--- src/verilog/crcscn_pkg.sv ---
// Package for the CRC engine with memory scanner: register map, field positions,
// reset values and the carriers of the memory arbiter link.
// Assumes one system clock shared by the engine, the bus and the memory arbiter.
package crcscn_pkg;

    // --------------------------------------------------------------
    // Register byte addresses (one aligned 32-bit word each)
    // --------------------------------------------------------------
    localparam logic [7:0] CRCSCN_ADR_CTRL_A = 8'h00;
    localparam logic [7:0] CRCSCN_ADR_LEN_CFG = 8'h04;
    localparam logic [7:0] CRCSCN_ADR_DATA_HI = 8'h08;
    localparam logic [7:0] CRCSCN_ADR_DATA_LO = 8'h0c;
    localparam logic [7:0] CRCSCN_ADR_ACC_HI = 8'h10;
    localparam logic [7:0] CRCSCN_ADR_ACC_LO = 8'h14;
    localparam logic [7:0] CRCSCN_ADR_SHIFT_HI = 8'h18;
    localparam logic [7:0] CRCSCN_ADR_SHIFT_LO = 8'h1c;
    localparam logic [7:0] CRCSCN_ADR_POLY_HI = 8'h20;
    localparam logic [7:0] CRCSCN_ADR_POLY_LO = 8'h24;
    localparam logic [7:0] CRCSCN_ADR_SCAN_CTRL = 8'h28;
    localparam logic [7:0] CRCSCN_ADR_SCAN_CUR = 8'h2c;
    localparam logic [7:0] CRCSCN_ADR_SCAN_END = 8'h30;
    localparam logic [7:0] CRCSCN_ADR_FLAGS = 8'h34;

    // --------------------------------------------------------------
    // Field positions
    // --------------------------------------------------------------
    localparam int CRCSCN_B_ON = 7;
    localparam int CRCSCN_B_RUN = 6;
    localparam int CRCSCN_B_BUSY = 5;
    localparam int CRCSCN_B_ZAUG = 4;
    localparam int CRCSCN_B_LSB = 1;
    localparam int CRCSCN_B_FULL = 0;
    localparam int CRCSCN_B_SEN = 7;
    localparam int CRCSCN_B_STRIG = 6;
    localparam int CRCSCN_B_SGO = 5;
    localparam int CRCSCN_B_SREG = 2;
    localparam int CRCSCN_B_SBURST = 1;
    localparam int CRCSCN_B_SBUSY = 0;
    localparam int CRCSCN_B_CRC_FLAG = 0;
    localparam int CRCSCN_B_SCAN_FLAG = 1;

    // --------------------------------------------------------------
    // Widths and reset values
    // --------------------------------------------------------------
    localparam int CRCSCN_AW = 22;
    localparam logic [21:0] CRCSCN_CUR_RST = 22'h000000;
    localparam logic [21:0] CRCSCN_END_RST = 22'h3fffff;
    localparam logic [15:0] CRCSCN_POLY_RST = 16'h0001;
    localparam logic [7:0] CRCSCN_BYTE_RST = 8'h00;

    // --------------------------------------------------------------
    // Memory arbiter link
    // --------------------------------------------------------------
    typedef struct packed {
        logic req;
        logic eeprom;
        logic [21:0] addr;
    } crcscn_mreq_t;

    typedef struct packed {
        logic ack;
        logic [15:0] rdata;
    } crcscn_mrsp_t;

    typedef enum logic [1:0] {
        CRCSCN_IDLE = 2'b01,
        CRCSCN_SHIFT = 2'b10
    } crcscn_state_t;

endpackage : crcscn_pkg

--- src/verilog/crcscn_top.sv ---
// CRC engine with memory scanner: Wishbone register slave, serial CRC shifter,
// accumulator and scanner that fetches words through the system memory arbiter.
// Assumes a classic Wishbone master and an arbiter on clk; scan_trig is asynchronous.
//
// Behaviour
// - Control enable bit 7 turns the CRC engine on; cleared keeps it idle.
// - Go bit 6 set runs the serial shifter; cleared stops it.
// - Busy bit 5 reads one while a shift runs or a word waits.
// - Zero-augment bit 4 appends polynomial-length zeros; clear appends none.
// - Bit 1 set shifts right LSb first; clear shifts left MSb first.
// - Full bit 0 reads one until the held word moves into the shifter.
// - Bits 7..4 hold word length minus one, the shifts per word.
// - Bits 3..0 hold polynomial length minus one.
// - Writing the low data byte loads the word and starts processing.
// - Shifter registers are read-only, reset to zero, read current shifter.
// - Polynomial bits 15..1 enable feedback terms; low bit 0 reads one.
// - Scanner enable bit changes no other register.
// - Plain mode requests memory only when the CRC can take data.
// - Trigger mode requests only when CRC can take data and trigger true.
// - Burst mode holds the memory request asserted whatever the trigger.
// - Scanner fetches and passes words only while its go bit is set.
// - Hardware clears scan go past end address, or when CRC go clears.
// - Software may clear scan go at any time to stop scanning.
// - Region bit 2 selects data EEPROM when set, program flash when clear.
// - Scanner busy bit 0 reads one while a scanner cycle is in progress.
// - CRC done flag sets on each busy fall; only software clears it.
// - Scan address increments per fetch; done flag sets past end address.
module crcscn_top
    import crcscn_pkg::*;
(
    input wire logic clk,
    input wire logic reset,
    input wire logic wb_cyc,
    input wire logic wb_stb,
    input wire logic wb_we,
    input wire logic [7:0] wb_adr,
    input wire logic [31:0] wb_wdat,
    input wire logic [3:0] wb_sel,
    output logic wb_ack,
    output logic [31:0] wb_rdat,
    input wire logic scan_trig,
    output crcscn_mreq_t mem_req,
    input wire crcscn_mrsp_t mem_rsp
);

    // --------------------------------------------------------------
    // Register state
    // --------------------------------------------------------------
    logic ack_ff;
    logic [31:0] rdat_ff;
    logic crc_on_bit_ff, crc_run_bit_ff, zero_augment_mode_ff, lsb_first_select_ff;
    logic [3:0] word_length_field_ff, poly_length_field_ff;
    logic [15:0] data_ff, acc_ff, shift_ff;
    logic [15:1] poly_ff;
    logic full_ff;
    crcscn_state_t state_ff, nxt_state;
    logic [4:0] data_left_ff, zero_left_ff;
    logic busy_q_ff, crc_done_flag_ff, scan_done_flag_ff;
    logic scan_en_ff, scan_trigger_enable_ff, scan_go_ff, scan_region_select_ff, scan_burst_mode_ff;
    logic [21:0] scan_current_address_ff, scan_end_address_ff;
    logic req_ff, trig_meta_ff, trig_sync_ff;

    // --------------------------------------------------------------
    // Bus decode
    // --------------------------------------------------------------
    wire bus_req = wb_cyc & wb_stb;
    wire wr_fire = bus_req & wb_we & ack_ff & wb_sel[0];
    wire [7:0] adr_w = {wb_adr[7:2], 2'b00};
    wire [7:0] wb_b = wb_wdat[7:0];
    wire wr_ctrl = wr_fire & (adr_w == CRCSCN_ADR_CTRL_A);
    wire wr_len = wr_fire & (adr_w == CRCSCN_ADR_LEN_CFG);
    wire wr_dath = wr_fire & (adr_w == CRCSCN_ADR_DATA_HI);
    wire wr_datl = wr_fire & (adr_w == CRCSCN_ADR_DATA_LO);
    wire wr_acch = wr_fire & (adr_w == CRCSCN_ADR_ACC_HI);
    wire wr_accl = wr_fire & (adr_w == CRCSCN_ADR_ACC_LO);
    wire wr_polh = wr_fire & (adr_w == CRCSCN_ADR_POLY_HI);
    wire wr_poll = wr_fire & (adr_w == CRCSCN_ADR_POLY_LO);
    wire wr_scan = wr_fire & (adr_w == CRCSCN_ADR_SCAN_CTRL);
    wire wr_cur = wr_fire & (adr_w == CRCSCN_ADR_SCAN_CUR);
    wire wr_end = wr_fire & (adr_w == CRCSCN_ADR_SCAN_END);
    wire wr_flags = wr_fire & (adr_w == CRCSCN_ADR_FLAGS);

    // --------------------------------------------------------------
    // CRC datapath
    // --------------------------------------------------------------
    // engine gating
    wire crc_active = crc_on_bit_ff & crc_run_bit_ff;
    wire shifting = (state_ff == CRCSCN_SHIFT);
    wire crc_busy = full_ff | shifting;
    wire load = crc_active & full_ff & ~shifting;
    wire step = crc_active & shifting;
    wire last_step = step & ((5'(data_left_ff + zero_left_ff)) == 5'h01);
    wire in_bit = (data_left_ff != 5'h00) &
                  (lsb_first_select_ff ? shift_ff[0] : shift_ff[word_length_field_ff]);
    wire [15:0] poly_f = {poly_ff, 1'b1};
    logic [15:0] mask, poly_m, poly_rev, acc_step, base;
    logic fb;
    int j;

    // polynomial width mask and reflected terms
    always_comb
    begin
        j = 0;
        for (int i = 0; i < 16; i++)
        begin
            j = int'(poly_length_field_ff) - i;
            mask[i] = (i <= int'(poly_length_field_ff));
            poly_m[i] = mask[i] & poly_f[i];
            poly_rev[i] = (j >= 0) ? poly_f[j[3:0]] : 1'b0;
        end
    end

    // data enters at the low end MSb first, at the top polynomial bit LSb first
    always_comb
    begin
        if (lsb_first_select_ff)
        begin
            fb = acc_ff[0];
            base = (acc_ff >> 1) | (16'(in_bit) << poly_length_field_ff);
            acc_step = fb ? (base ^ poly_rev) : base;
        end
        else
        begin
            fb = acc_ff[poly_length_field_ff];
            base = ((acc_ff << 1) | 16'(in_bit)) & mask;
            acc_step = fb ? (base ^ poly_m) : base;
        end
    end

    // one bit per clock, then idle
    always_comb
    begin
        case (state_ff)
            CRCSCN_IDLE: nxt_state = load ? CRCSCN_SHIFT : CRCSCN_IDLE;
            CRCSCN_SHIFT: nxt_state = (last_step | ~crc_on_bit_ff) ? CRCSCN_IDLE : CRCSCN_SHIFT;
            default: nxt_state = CRCSCN_IDLE;
        endcase
    end

    // --------------------------------------------------------------
    // Scanner
    // --------------------------------------------------------------
    wire scan_active = scan_en_ff & scan_go_ff;
    wire fetch_ok = mem_rsp.ack & req_ff & ~full_ff & scan_active;
    wire [21:0] nxt_cur = fetch_ok ? 22'(scan_current_address_ff + 22'h000001)
                                   : scan_current_address_ff;
    wire past_end = scan_current_address_ff > scan_end_address_ff;
    wire nxt_past_end = nxt_cur > scan_end_address_ff;
    wire end_stop = scan_go_ff & past_end & ~req_ff;
    wire go_hw_clr = end_stop | ~crc_active;
    // plain mode waits for CRC room
    // trigger mode also waits for trigger
    wire req_start = scan_active & ~full_ff & ~nxt_past_end & (~scan_trigger_enable_ff | trig_sync_ff);
    logic nxt_req;

    always_comb
    begin
        if (~scan_active | ~crc_active)
            nxt_req = 1'b0;
        else if (scan_burst_mode_ff)
            nxt_req = ~nxt_past_end;
        else if (req_ff)
            nxt_req = ~fetch_ok;
        else
            nxt_req = req_start;
    end

    // --------------------------------------------------------------
    // Read mux
    // --------------------------------------------------------------
    wire [7:0] ctrl_rd = {crc_on_bit_ff, crc_run_bit_ff, crc_busy, zero_augment_mode_ff,
                          2'b00, lsb_first_select_ff, full_ff};
    wire [7:0] scan_rd = {scan_en_ff, scan_trigger_enable_ff, scan_go_ff, 2'b00,
                          scan_region_select_ff, scan_burst_mode_ff, req_ff};
    logic [31:0] rd_word;

    always_comb
    begin
        case (adr_w)
            CRCSCN_ADR_CTRL_A: rd_word = {24'h000000, ctrl_rd};
            CRCSCN_ADR_LEN_CFG: rd_word = {24'h000000, word_length_field_ff, poly_length_field_ff};
            CRCSCN_ADR_DATA_HI: rd_word = {24'h000000, data_ff[15:8]};
            CRCSCN_ADR_DATA_LO: rd_word = {24'h000000, data_ff[7:0]};
            CRCSCN_ADR_ACC_HI: rd_word = {24'h000000, acc_ff[15:8]};
            CRCSCN_ADR_ACC_LO: rd_word = {24'h000000, acc_ff[7:0]};
            CRCSCN_ADR_SHIFT_HI: rd_word = {24'h000000, shift_ff[15:8]};
            CRCSCN_ADR_SHIFT_LO: rd_word = {24'h000000, shift_ff[7:0]};
            CRCSCN_ADR_POLY_HI: rd_word = {24'h000000, poly_ff[15:8]};
            CRCSCN_ADR_POLY_LO: rd_word = {24'h000000, poly_ff[7:1], 1'b1};
            CRCSCN_ADR_SCAN_CTRL: rd_word = {24'h000000, scan_rd};
            CRCSCN_ADR_SCAN_CUR: rd_word = {10'h000, scan_current_address_ff};
            CRCSCN_ADR_SCAN_END: rd_word = {10'h000, scan_end_address_ff};
            CRCSCN_ADR_FLAGS: rd_word = {30'h00000000, scan_done_flag_ff, crc_done_flag_ff};
            default: rd_word = 32'h00000000;
        endcase
    end

    // --------------------------------------------------------------
    // Bus slave
    // --------------------------------------------------------------
    always_ff @(posedge clk)
    begin
        if (reset)
        begin
            ack_ff <= 1'b0;
            rdat_ff <= 32'h00000000;
        end
        else
        begin
            ack_ff <= bus_req & ~ack_ff;
            rdat_ff <= (bus_req & ~ack_ff) ? rd_word : rdat_ff;
        end
    end

    // --------------------------------------------------------------
    // Control registers
    // --------------------------------------------------------------
    always_ff @(posedge clk)
    begin
        if (reset)
        begin
            crc_on_bit_ff <= 1'b0;
            crc_run_bit_ff <= 1'b0;
            zero_augment_mode_ff <= 1'b0;
            lsb_first_select_ff <= 1'b0;
            word_length_field_ff <= 4'h0;
            poly_length_field_ff <= 4'h0;
            poly_ff <= CRCSCN_POLY_RST[15:1];
        end
        else
        begin
            if (wr_ctrl)
            begin
                crc_on_bit_ff <= wb_b[CRCSCN_B_ON];
                crc_run_bit_ff <= wb_b[CRCSCN_B_RUN];
                zero_augment_mode_ff <= wb_b[CRCSCN_B_ZAUG];
                lsb_first_select_ff <= wb_b[CRCSCN_B_LSB];
            end
            if (wr_len)
            begin
                word_length_field_ff <= wb_b[7:4];
                poly_length_field_ff <= wb_b[3:0];
            end
            if (wr_polh)
                poly_ff[15:8] <= wb_b;
            if (wr_poll)
                poly_ff[7:1] <= wb_b[7:1];
        end
    end

    // --------------------------------------------------------------
    // Data path registers
    // --------------------------------------------------------------
    always_ff @(posedge clk)
    begin
        if (reset)
        begin
            data_ff <= {CRCSCN_BYTE_RST, CRCSCN_BYTE_RST};
            full_ff <= 1'b0;
            acc_ff <= {CRCSCN_BYTE_RST, CRCSCN_BYTE_RST};
            shift_ff <= {CRCSCN_BYTE_RST, CRCSCN_BYTE_RST};
            state_ff <= CRCSCN_IDLE;
            data_left_ff <= 5'h00;
            zero_left_ff <= 5'h00;
            busy_q_ff <= 1'b0;
            crc_done_flag_ff <= 1'b0;
        end
        else
        begin
            if (wr_dath)
                data_ff[15:8] <= wb_b;
            // low byte write loads the word
            if (wr_datl)
                data_ff[7:0] <= wb_b;
            else if (fetch_ok)
                data_ff <= mem_rsp.rdata;
            // full set wins over the load
            full_ff <= wr_datl | fetch_ok | (full_ff & ~load);
            state_ff <= nxt_state;
            // counts of data and zero shifts
            if (load)
            begin
                shift_ff <= data_ff;
                data_left_ff <= 5'(word_length_field_ff) + 5'h01;
                zero_left_ff <= zero_augment_mode_ff ? (5'(poly_length_field_ff) + 5'h01) : 5'h00;
            end
            else if (step)
            begin
                shift_ff <= lsb_first_select_ff ? (shift_ff >> 1) : (shift_ff << 1);
                if (data_left_ff != 5'h00)
                    data_left_ff <= data_left_ff - 5'h01;
                else
                    zero_left_ff <= zero_left_ff - 5'h01;
            end
            if (step)
                acc_ff <= acc_step;
            else if (wr_acch)
                acc_ff[15:8] <= wb_b;
            else if (wr_accl)
                acc_ff[7:0] <= wb_b;
            busy_q_ff <= crc_busy;
            // set on busy fall wins over clear
            crc_done_flag_ff <= (busy_q_ff & ~crc_busy) |
                                (crc_done_flag_ff & ~(wr_flags & wb_b[CRCSCN_B_CRC_FLAG]));
        end
    end

    // --------------------------------------------------------------
    // Scanner registers
    // --------------------------------------------------------------
    always_ff @(posedge clk)
    begin
        if (reset)
        begin
            scan_en_ff <= 1'b0;
            scan_trigger_enable_ff <= 1'b0;
            scan_go_ff <= 1'b0;
            scan_region_select_ff <= 1'b0;
            scan_burst_mode_ff <= 1'b0;
            scan_current_address_ff <= CRCSCN_CUR_RST;
            scan_end_address_ff <= CRCSCN_END_RST;
            scan_done_flag_ff <= 1'b0;
            req_ff <= 1'b0;
            trig_meta_ff <= 1'b0;
            trig_sync_ff <= 1'b0;
        end
        else
        begin
            trig_meta_ff <= scan_trig;
            trig_sync_ff <= trig_meta_ff;
            // enable touches only its own bit
            if (wr_scan)
            begin
                scan_en_ff <= wb_b[CRCSCN_B_SEN];
                scan_trigger_enable_ff <= wb_b[CRCSCN_B_STRIG];
                scan_region_select_ff <= wb_b[CRCSCN_B_SREG];
                scan_burst_mode_ff <= wb_b[CRCSCN_B_SBURST];
            end
            if (go_hw_clr)
                scan_go_ff <= 1'b0;
            else if (wr_scan)
                scan_go_ff <= wb_b[CRCSCN_B_SGO];
            // increment per fetch, writes ignored while scanning
            if (wr_cur & ~scan_go_ff)
                scan_current_address_ff <= wb_wdat[21:0];
            else
                scan_current_address_ff <= nxt_cur;
            if (wr_end & ~scan_go_ff)
                scan_end_address_ff <= wb_wdat[21:0];
            scan_done_flag_ff <= end_stop |
                                 (scan_done_flag_ff & ~(wr_flags & wb_b[CRCSCN_B_SCAN_FLAG]));
            // busy while a request is outstanding
            req_ff <= nxt_req;
        end
    end

    assign wb_ack = ack_ff;
    assign wb_rdat = rdat_ff;
    assign mem_req = '{req: req_ff, eeprom: scan_region_select_ff, addr: scan_current_address_ff};
endmodule : crcscn_top
--- config.mk ---
export PLATFORM = sky130hd
export DESIGN_NAME = crcscn_top
export DESIGN_NICKNAME = d
export VERILOG_FILES = /design/src/verilog/crcscn_pkg.sv /design/src/verilog/crcscn_top.sv
export SDC_FILE = /design/constraint.sdc
export NUM_CORES = 1
export LEC_CHECK = 0
export BUFFER_PORTS_ARGS = -buffer_cell sky130_fd_sc_hd__buf_2
export CAP_MARGIN = 10
export CORE_MARGIN = 1.5
export CORE_UTILIZATION = 40
export CTS_CLUSTER_DIAMETER = 50
export DETAILED_ROUTE_END_ITERATION = 7
export SYNTH_ARGS = -nofsm -noshare
export SYNTH_HDL_FRONTEND = slang
export SYNTH_SLANG_ARGS = --single-unit
--- constraint.sdc ---
create_clock -name clk -period 4.44 [get_ports clk]
set_clock_uncertainty 0.2 [all_clocks]
set_input_delay 0.222 -clock clk [delete_from_list [all_inputs] [get_ports clk]]
set_output_delay 0.222 -clock clk [all_outputs]
set_load 0.02 [all_outputs]
After elaboration in Yosys (flattened, before gate mapping):

Cells that the tools add are included.

* register bits after elaboration: 176
* input port bits: 67
* output and inout port bits: 57
* word-level logic and storage cells: 300

* add/sub/neg operators: 21
* magnitude comparators: 50
* equality and inequality tests: 18
* shift-type cells: 1
* muxes and demuxes: 82
* bitwise operators: 84
* reductions and logical operators: 12

Operator list (count)
* $pmux 22 s14: 1
* $mux 16: 8
* $lt 4x5->1 const B: 17
* $ge 5x1->1 const B: 15
* $bmux 1 s4: 18
* $and 1x1->1: 55
* $mux 8: 6
* $gt 22x22->1: 2
* $mux 22: 2
* $sub 4x4->5 const B: 8
* $mux 1: 37
* $eq 6x4->1 const B: 6
* $mux 5: 7
* $le 4x4->1 const A: 8
* $xor 16x16->16: 2
* $eq 6x3->1 const B: 4
* $add 22x1->22 const B: 1
* $sub 4x3->5 const B: 4
* $and 16x16->16: 1
* $le 3x4->1 const A: 4
* $or 15x16->16: 1
* $or 16x1->16: 1
* $shl 1x4->16: 1
* $not 1->1: 15
* 23 further kinds: 44

Depth between registers and ports, before layout:

* word-level depth: 10
* depth in mapped cells: 14

Least setup slack after synthesis:

OpenSTA, ideal clock, no wires.

* path type: reg2reg
* start: register poly_length_field_ff[1]
* end: register acc_ff[7]
* library setup time: 0.135 ns
* arrival time: 2.896 ns
* slack: 1.209 ns
* stages on the path, launching flop included: 12
* buffers on the path: 3
* period minus slack after synthesis: 3.231 ns
* path through: dfxtp_1 -> buf_6 -> buf_6 -> inv_1 -> ha_1 -> buf_2 -> mux4_2 -> mux4_2 -> nand3b_1 -> xor2_1 -> a221oi_1 -> nor4_1

* word-level cells in the longest chain between the ends: 8
* elaborated cells on any way between the ends: 18

Ends and longest elaborated chain
* start, declared: RTL line crcscn_top.sv:52 `logic [3:0] word_length_field_ff, poly_length_field_ff;`
* start signal, assigned: RTL line crcscn_top.sv:242 `poly_length_field_ff <= wb_b[3:0];`
* $sub 4x3->5: RTL line crcscn_top.sv:106 `j = int'(poly_length_field_ff) - i;`
* $bmux 1 s4: RTL line crcscn_top.sv:109 `poly_rev[i] = (j >= 0) ? poly_f[j[3:0]] : 1'b0;`
* $mux 1 (implied by the code): RTL line crcscn_top.sv:109
* $mux 1: RTL line crcscn_top.sv:109
* $xor 16x16->16: RTL line crcscn_top.sv:120 `acc_step = fb ? (base ^ poly_rev) : base;`
* $mux 16: RTL line crcscn_top.sv:120
* $mux 16 *: RTL line crcscn_top.sv:116 `if (lsb_first_select_ff)`
* $mux 16 *: RTL line crcscn_top.sv:295 `if (step)`
* end signal, assigned: RTL line crcscn_top.sv:260 `acc_ff <= {CRCSCN_BYTE_RST, CRCSCN_BYTE_RST};`
* end signal, assigned: RTL line crcscn_top.sv:296 `acc_ff <= acc_step;`
* end signal, assigned: RTL line crcscn_top.sv:300 `acc_ff[7:0] <= wb_b;`
* end, declared: RTL line crcscn_top.sv:53 `logic [15:0] data_ff, acc_ff, shift_ff;`

Mark *: on every way between the ends. The rest lies on a longest branch, timed or not. The select of a mux whose other input is x is not followed.
A chain may end at the register's enable or synchronous reset.

Final worst setup path:

* start: register full_ff
* end: register req_ff

* word-level cells in the longest chain between the ends: 10
* elaborated cells on any way between the ends: 12

Ends and longest elaborated chain
* start, declared: RTL line crcscn_top.sv:55 `logic full_ff;`
* start signal, assigned: RTL line crcscn_top.sv:278 `full_ff <= wr_datl | fetch_ok | (full_ff & ~load);`
* $not 1->1 *: RTL line crcscn_top.sv:144, crcscn_top.sv:153
* $and 1x1->1 (2 in series): RTL line crcscn_top.sv:144 `wire fetch_ok = mem_rsp.ack & req_ff & ~full_ff & scan_active;`
* $mux 22: RTL line crcscn_top.sv:145 `wire [21:0] nxt_cur = fetch_ok ? 22'(scan_current_address_ff + 22'h000001)`
* $gt 22x22->1: RTL line crcscn_top.sv:148 `wire nxt_past_end = nxt_cur > scan_end_address_ff;`
* $not 1->1: RTL line crcscn_top.sv:153, crcscn_top.sv:161
* $and 1x1->1 (2 in series): RTL line crcscn_top.sv:153 `wire req_start = scan_active & ~full_ff & ~nxt_past_end & (~scan_trigger_enable_ff | trig_sync_ff);`
* $mux 1: RTL line crcscn_top.sv:162 `else if (req_ff)`
* $mux 1 *: RTL line crcscn_top.sv:160 `else if (scan_burst_mode_ff)`
* end signal, assigned: RTL line crcscn_top.sv:353 `req_ff <= nxt_req;`
* end, declared: RTL line crcscn_top.sv:61 `logic req_ff, trig_meta_ff, trig_sync_ff;`

Mark *: on every way between the ends. The rest lies on a longest branch, timed or not.

==> Flow_metrics.wiki <==
{| class="wikitable"
! Metric !! Value
|-
| # DRC || 0
|-
| Clock period minus final worst setup slack || between 3000 and 4000 ps
|-
| Top-Level Pins || 124
|-
| Clock Tree Buf Depth || 2
|-
| Fill cells || 2913
|-
| Req. time, crit path || 4610 ps
|-
| Maximum number of pins on one net before global-route repair || 54
|-
| Setup WS pre-CTS || approximately 1100 ps
|-
| Via count of the first global-routing pass || approximately 11000
|-
| Maximum level of the CTS H-tree || 4
|-
| GRT Total Usage || 27.8%
|-
| Static leakage || 5.50 nW
|-
| Fraction of the yosys area taken by sequential cells || 28.7%
|-
| Result of the run || completed
|-
| Type of the worst setup path || reg -> reg
|-
| Number of maximum-capacitance violations || 0
|-
| Class of the tightest hold or removal check || in -> reg
|-
| Core footprint || 28500 µm²
|-
| Crit path arrival time || about 3500 ps
|-
| Count of hold-fix buffers inserted at cts || 32
|-
| RSZ-0062 raised after global routing || no
|-
| Clock-pin transition on the worst setup and hold timing paths || 70 ps
|-
| Placer Congestion || 0.991
|-
| Initial standard-cell utilization of the core || 40.5%
|-
| Remaining max-slew budget at the tightest pin || 25.4%
|-
| Via count of the routed design || 11434
|-
| Area fraction in compound gates after synthesis || 22.0%
|-
| Overflow after GRT || 0
|-
| Largest family of logic cells by synthesized area || compound AO/OA/AOI/OAI gates
|-
| Number of distinct library cells after synthesis || 80
|-
| Layout area overhead || 14.4%
|-
| Nature of the critical path startpoint || register
|-
| Die X-Extent || 173 µm
|-
| Setup total negative slack || 0 ps
|-
| Nets || 1658
|-
| Most frequent standard cell in the layout excluding fill and tap cells || sky130_fd_sc_hd__nand2_1
|-
| Vias/cell || 5.97
|-
| Async set-or-reset flop fraction in the synthesized netlist || 0%
|-
| Remaining antenna violation count || 0
|-
| Final critical-path share of the clock period || 74.4%
|-
| Share of cells above drive strength 1 || 14.5%
|-
| Clk sinks || 166
|-
| Clock insertion delay at the later pin of the skew report || between 400 and 500 ps
|-
| Multiplexer fraction of the synthesized cell area || a little over a tenth
|-
| Most used flip-flop cell after synthesis || sky130_fd_sc_hd__dfxtp_1
|-
| Number of enable flip-flop cells after synthesis || 0
|-
| Max rail drop VDD || 0.000260 V
|-
| Number of DRC markers in iteration 0 || 1164
|-
| Highest Clock Rate || 303 MHz
|-
| Post-DP HPWL || 29.5 mm
|-
| Post-Syn Area || 11600 µm²
|-
| Xor/xnor cell area share of the yosys netlist || 4.77%
|-
| Worst-path maximum fanout || 18
|-
| Cell at the root of the clock tree || sky130_fd_sc_hd__clkbuf_16
|-
| Buffers inserted by post-CTS timing repair || 0
|-
| Synthesized area per cell || 8.05 µm²
|-
| Pwr Density || 242 nW/µm²
|-
| Seq cells post-synth || around 170
|-
| Sort of element at the end of the critical path || register
|-
| Number of pins with negative max-slew slack in the final report || 0
|-
| Wire length of the first global-routing pass || 65.0 mm
|-
| Routed wire per std cell || roughly 22 µm
|-
| Synth Area in Adders || 8.28%
|-
| Highest-count cells in the layout ignoring fill and taps || 187 x sky130_fd_sc_hd__nand2_1, 166 x sky130_fd_sc_hd__dfxtp_1, 136 x sky130_fd_sc_hd__a21oi_1
|-
| Number of antenna violations at the first check in global routing || 3
|-
| Die area || 30000 µm²
|-
| Number of synthesis warnings || 0
|-
| Number of gates given a new drive strength after cts || 0
|-
| TritonCTS clock tree || built
|-
| Post-synthesis cell count || 1437
|-
| Final number of hold-violating endpoints || 0
|-
| Wirelength, routed || between 40 and 50 mm
|-
| Post-Synth Simple-Gate Area || around a fifth
|-
| Total of buffers placed on input and output ports || ~100
|-
| Number of iterations in the first detailed-routing pass || 6
|-
| PnR worst setup slack || 1140 ps
|-
| Final-report setup violation count || 0
|-
| Num CTS Buffers || 17
|-
| Number of placement rows || between 60 and 70
|-
| Actual slew at the worst max-slew pin || 1120 ps
|-
| Die height || about 170 µm
|}
-- cells in the mapped netlist, drive strengths merged (5+ instances only) --
| cell | n | area share [%] |
|---|---|---|
| a211oi | 14 | 0.91 |
| a21o | 23 | 1.5 |
| a21oi | 138 | 6.0 |
| a221oi | 18 | 1.4 |
| a222oi | 6 | 0.52 |
| a22oi | 41 | 2.7 |
| a311oi | 9 | 0.68 |
| a31oi | 16 | 0.87 |
| and2 | 6 | 0.35 |
| and3 | 13 | 0.70 |
| buf | 34 | 1.9 |
| clkbuf | 71 | 2.3 |
| dfxtp | 166 | 29 |
| ha | 75 | 8.1 |
| inv | 50 | 1.6 |
| mux2 | 18 | 1.8 |
| mux2i | 57 | 4.9 |
| mux4 | 19 | 3.8 |
| nand2 | 189 | 6.2 |
| nand2b | 5 | 0.27 |
| nand3 | 67 | 2.9 |
| nand4 | 18 | 0.97 |
| nor2 | 139 | 4.6 |
| nor2b | 10 | 0.54 |
| nor3 | 20 | 1.0 |
| nor3b | 7 | 0.50 |
| o211ai | 37 | 2.4 |
| o21ai | 39 | 1.8 |
| xnor2 | 38 | 2.9 |
| xor2 | 25 | 1.9 |
-- flip-flops by register name, summed over array words and instances (netlist names), 5 cells and up --
register / cells
acc_ff: 16
scan_current_address_ff: 22
shift_ff: 16
zero_left_ff: 5
wb_rdat: 22
scan_end_address_ff: 22
data_left_ff: 5
poly_ff: 15
data_ff: 16
-- stage by stage --
stage               area [µm²]  total power, mW  utilization [%]  cells  hold slack (ps)
detailed placement       12300             1.68             43.1   1848              237
global placement         12300             1.68             43.1   1848              236
floorplan                11600             1.61                -   1446              150
CTS                      13200             3.22             46.3   1912             4.97
finish                   13200             3.20             46.3   1915             21.1
global route             13200             3.29             46.3   1913             24.8
-- final timing paths --
kind                     start            to  slack (ps)  cells after the start
hold reg to reg   trig_meta_ff  trig_sync_ff         260                      1
setup reg to reg       full_ff        req_ff        1140                     13
setup / recovery       full_ff        req_ff        1140                     13
hold / removal      wb_wdat[4]   poly_ff[12]          20                      3
-- critical path: stages, from the launching register on --
cell and delay (ps):
sky130_fd_sc_hd__dfxtp_1 400, sky130_fd_sc_hd__nand3b_1 300, sky130_fd_sc_hd__nor2_2 170, sky130_fd_sc_hd__buf_4 300, sky130_fd_sc_hd__mux2_2 400, sky130_fd_sc_hd__ha_1 290, sky130_fd_sc_hd__nor2b_1 140, sky130_fd_sc_hd__o21a_1 160
sky130_fd_sc_hd__o21a_1 150, sky130_fd_sc_hd__o21ai_0 130, sky130_fd_sc_hd__a21oi_1 110, sky130_fd_sc_hd__o21ai_0 220, sky130_fd_sc_hd__o211ai_1 120, sky130_fd_sc_hd__a21oi_1 130
-- report_power, final --
group	switching, mW	internal (mW)
registers	0.00421	1.49
clock network	0.771	0.766
logic	0.116	0.0542
-- cell families (layout without fill, tap and decap cells) --
kind of cell / Yosys count / after routing
mux: 94 / 94
xor+xnor: 63 / 63
fa+ha+maj: 76 / 76
simple gates: 499 / 499
buf+inv: 155 / 237
other cells: 1 / 13
compound gates: 383 / 383
flops: 166 / 166
-- layout make-up --
class | instances | area (µm²) | share of cell area, %
multi-input combinational | 1125 | 7630 | 57.7
clock buffer | 17 | 425 | 3.22
tap | 384 | 480 | 3.63
inverter | 50 | 188 | 1.42
timing repair buffer | 155 | 1000 | 7.57
clock inverter | 15 | 178 | 1.34
sequential | 166 | 3320 | 25.1
antenna | 3 | 7.51 | 0.0567
-- per-layer routing --
metal	track usage [%]	vias up	wire length (µm)
li1	-	5368	-
met1	35.0	5427	17200
met2	45.7	515	19200
met3	5.80	124	3300
met4	12.7	0	1920
met5	0	-	0
(Power assumes the default switching activity.)
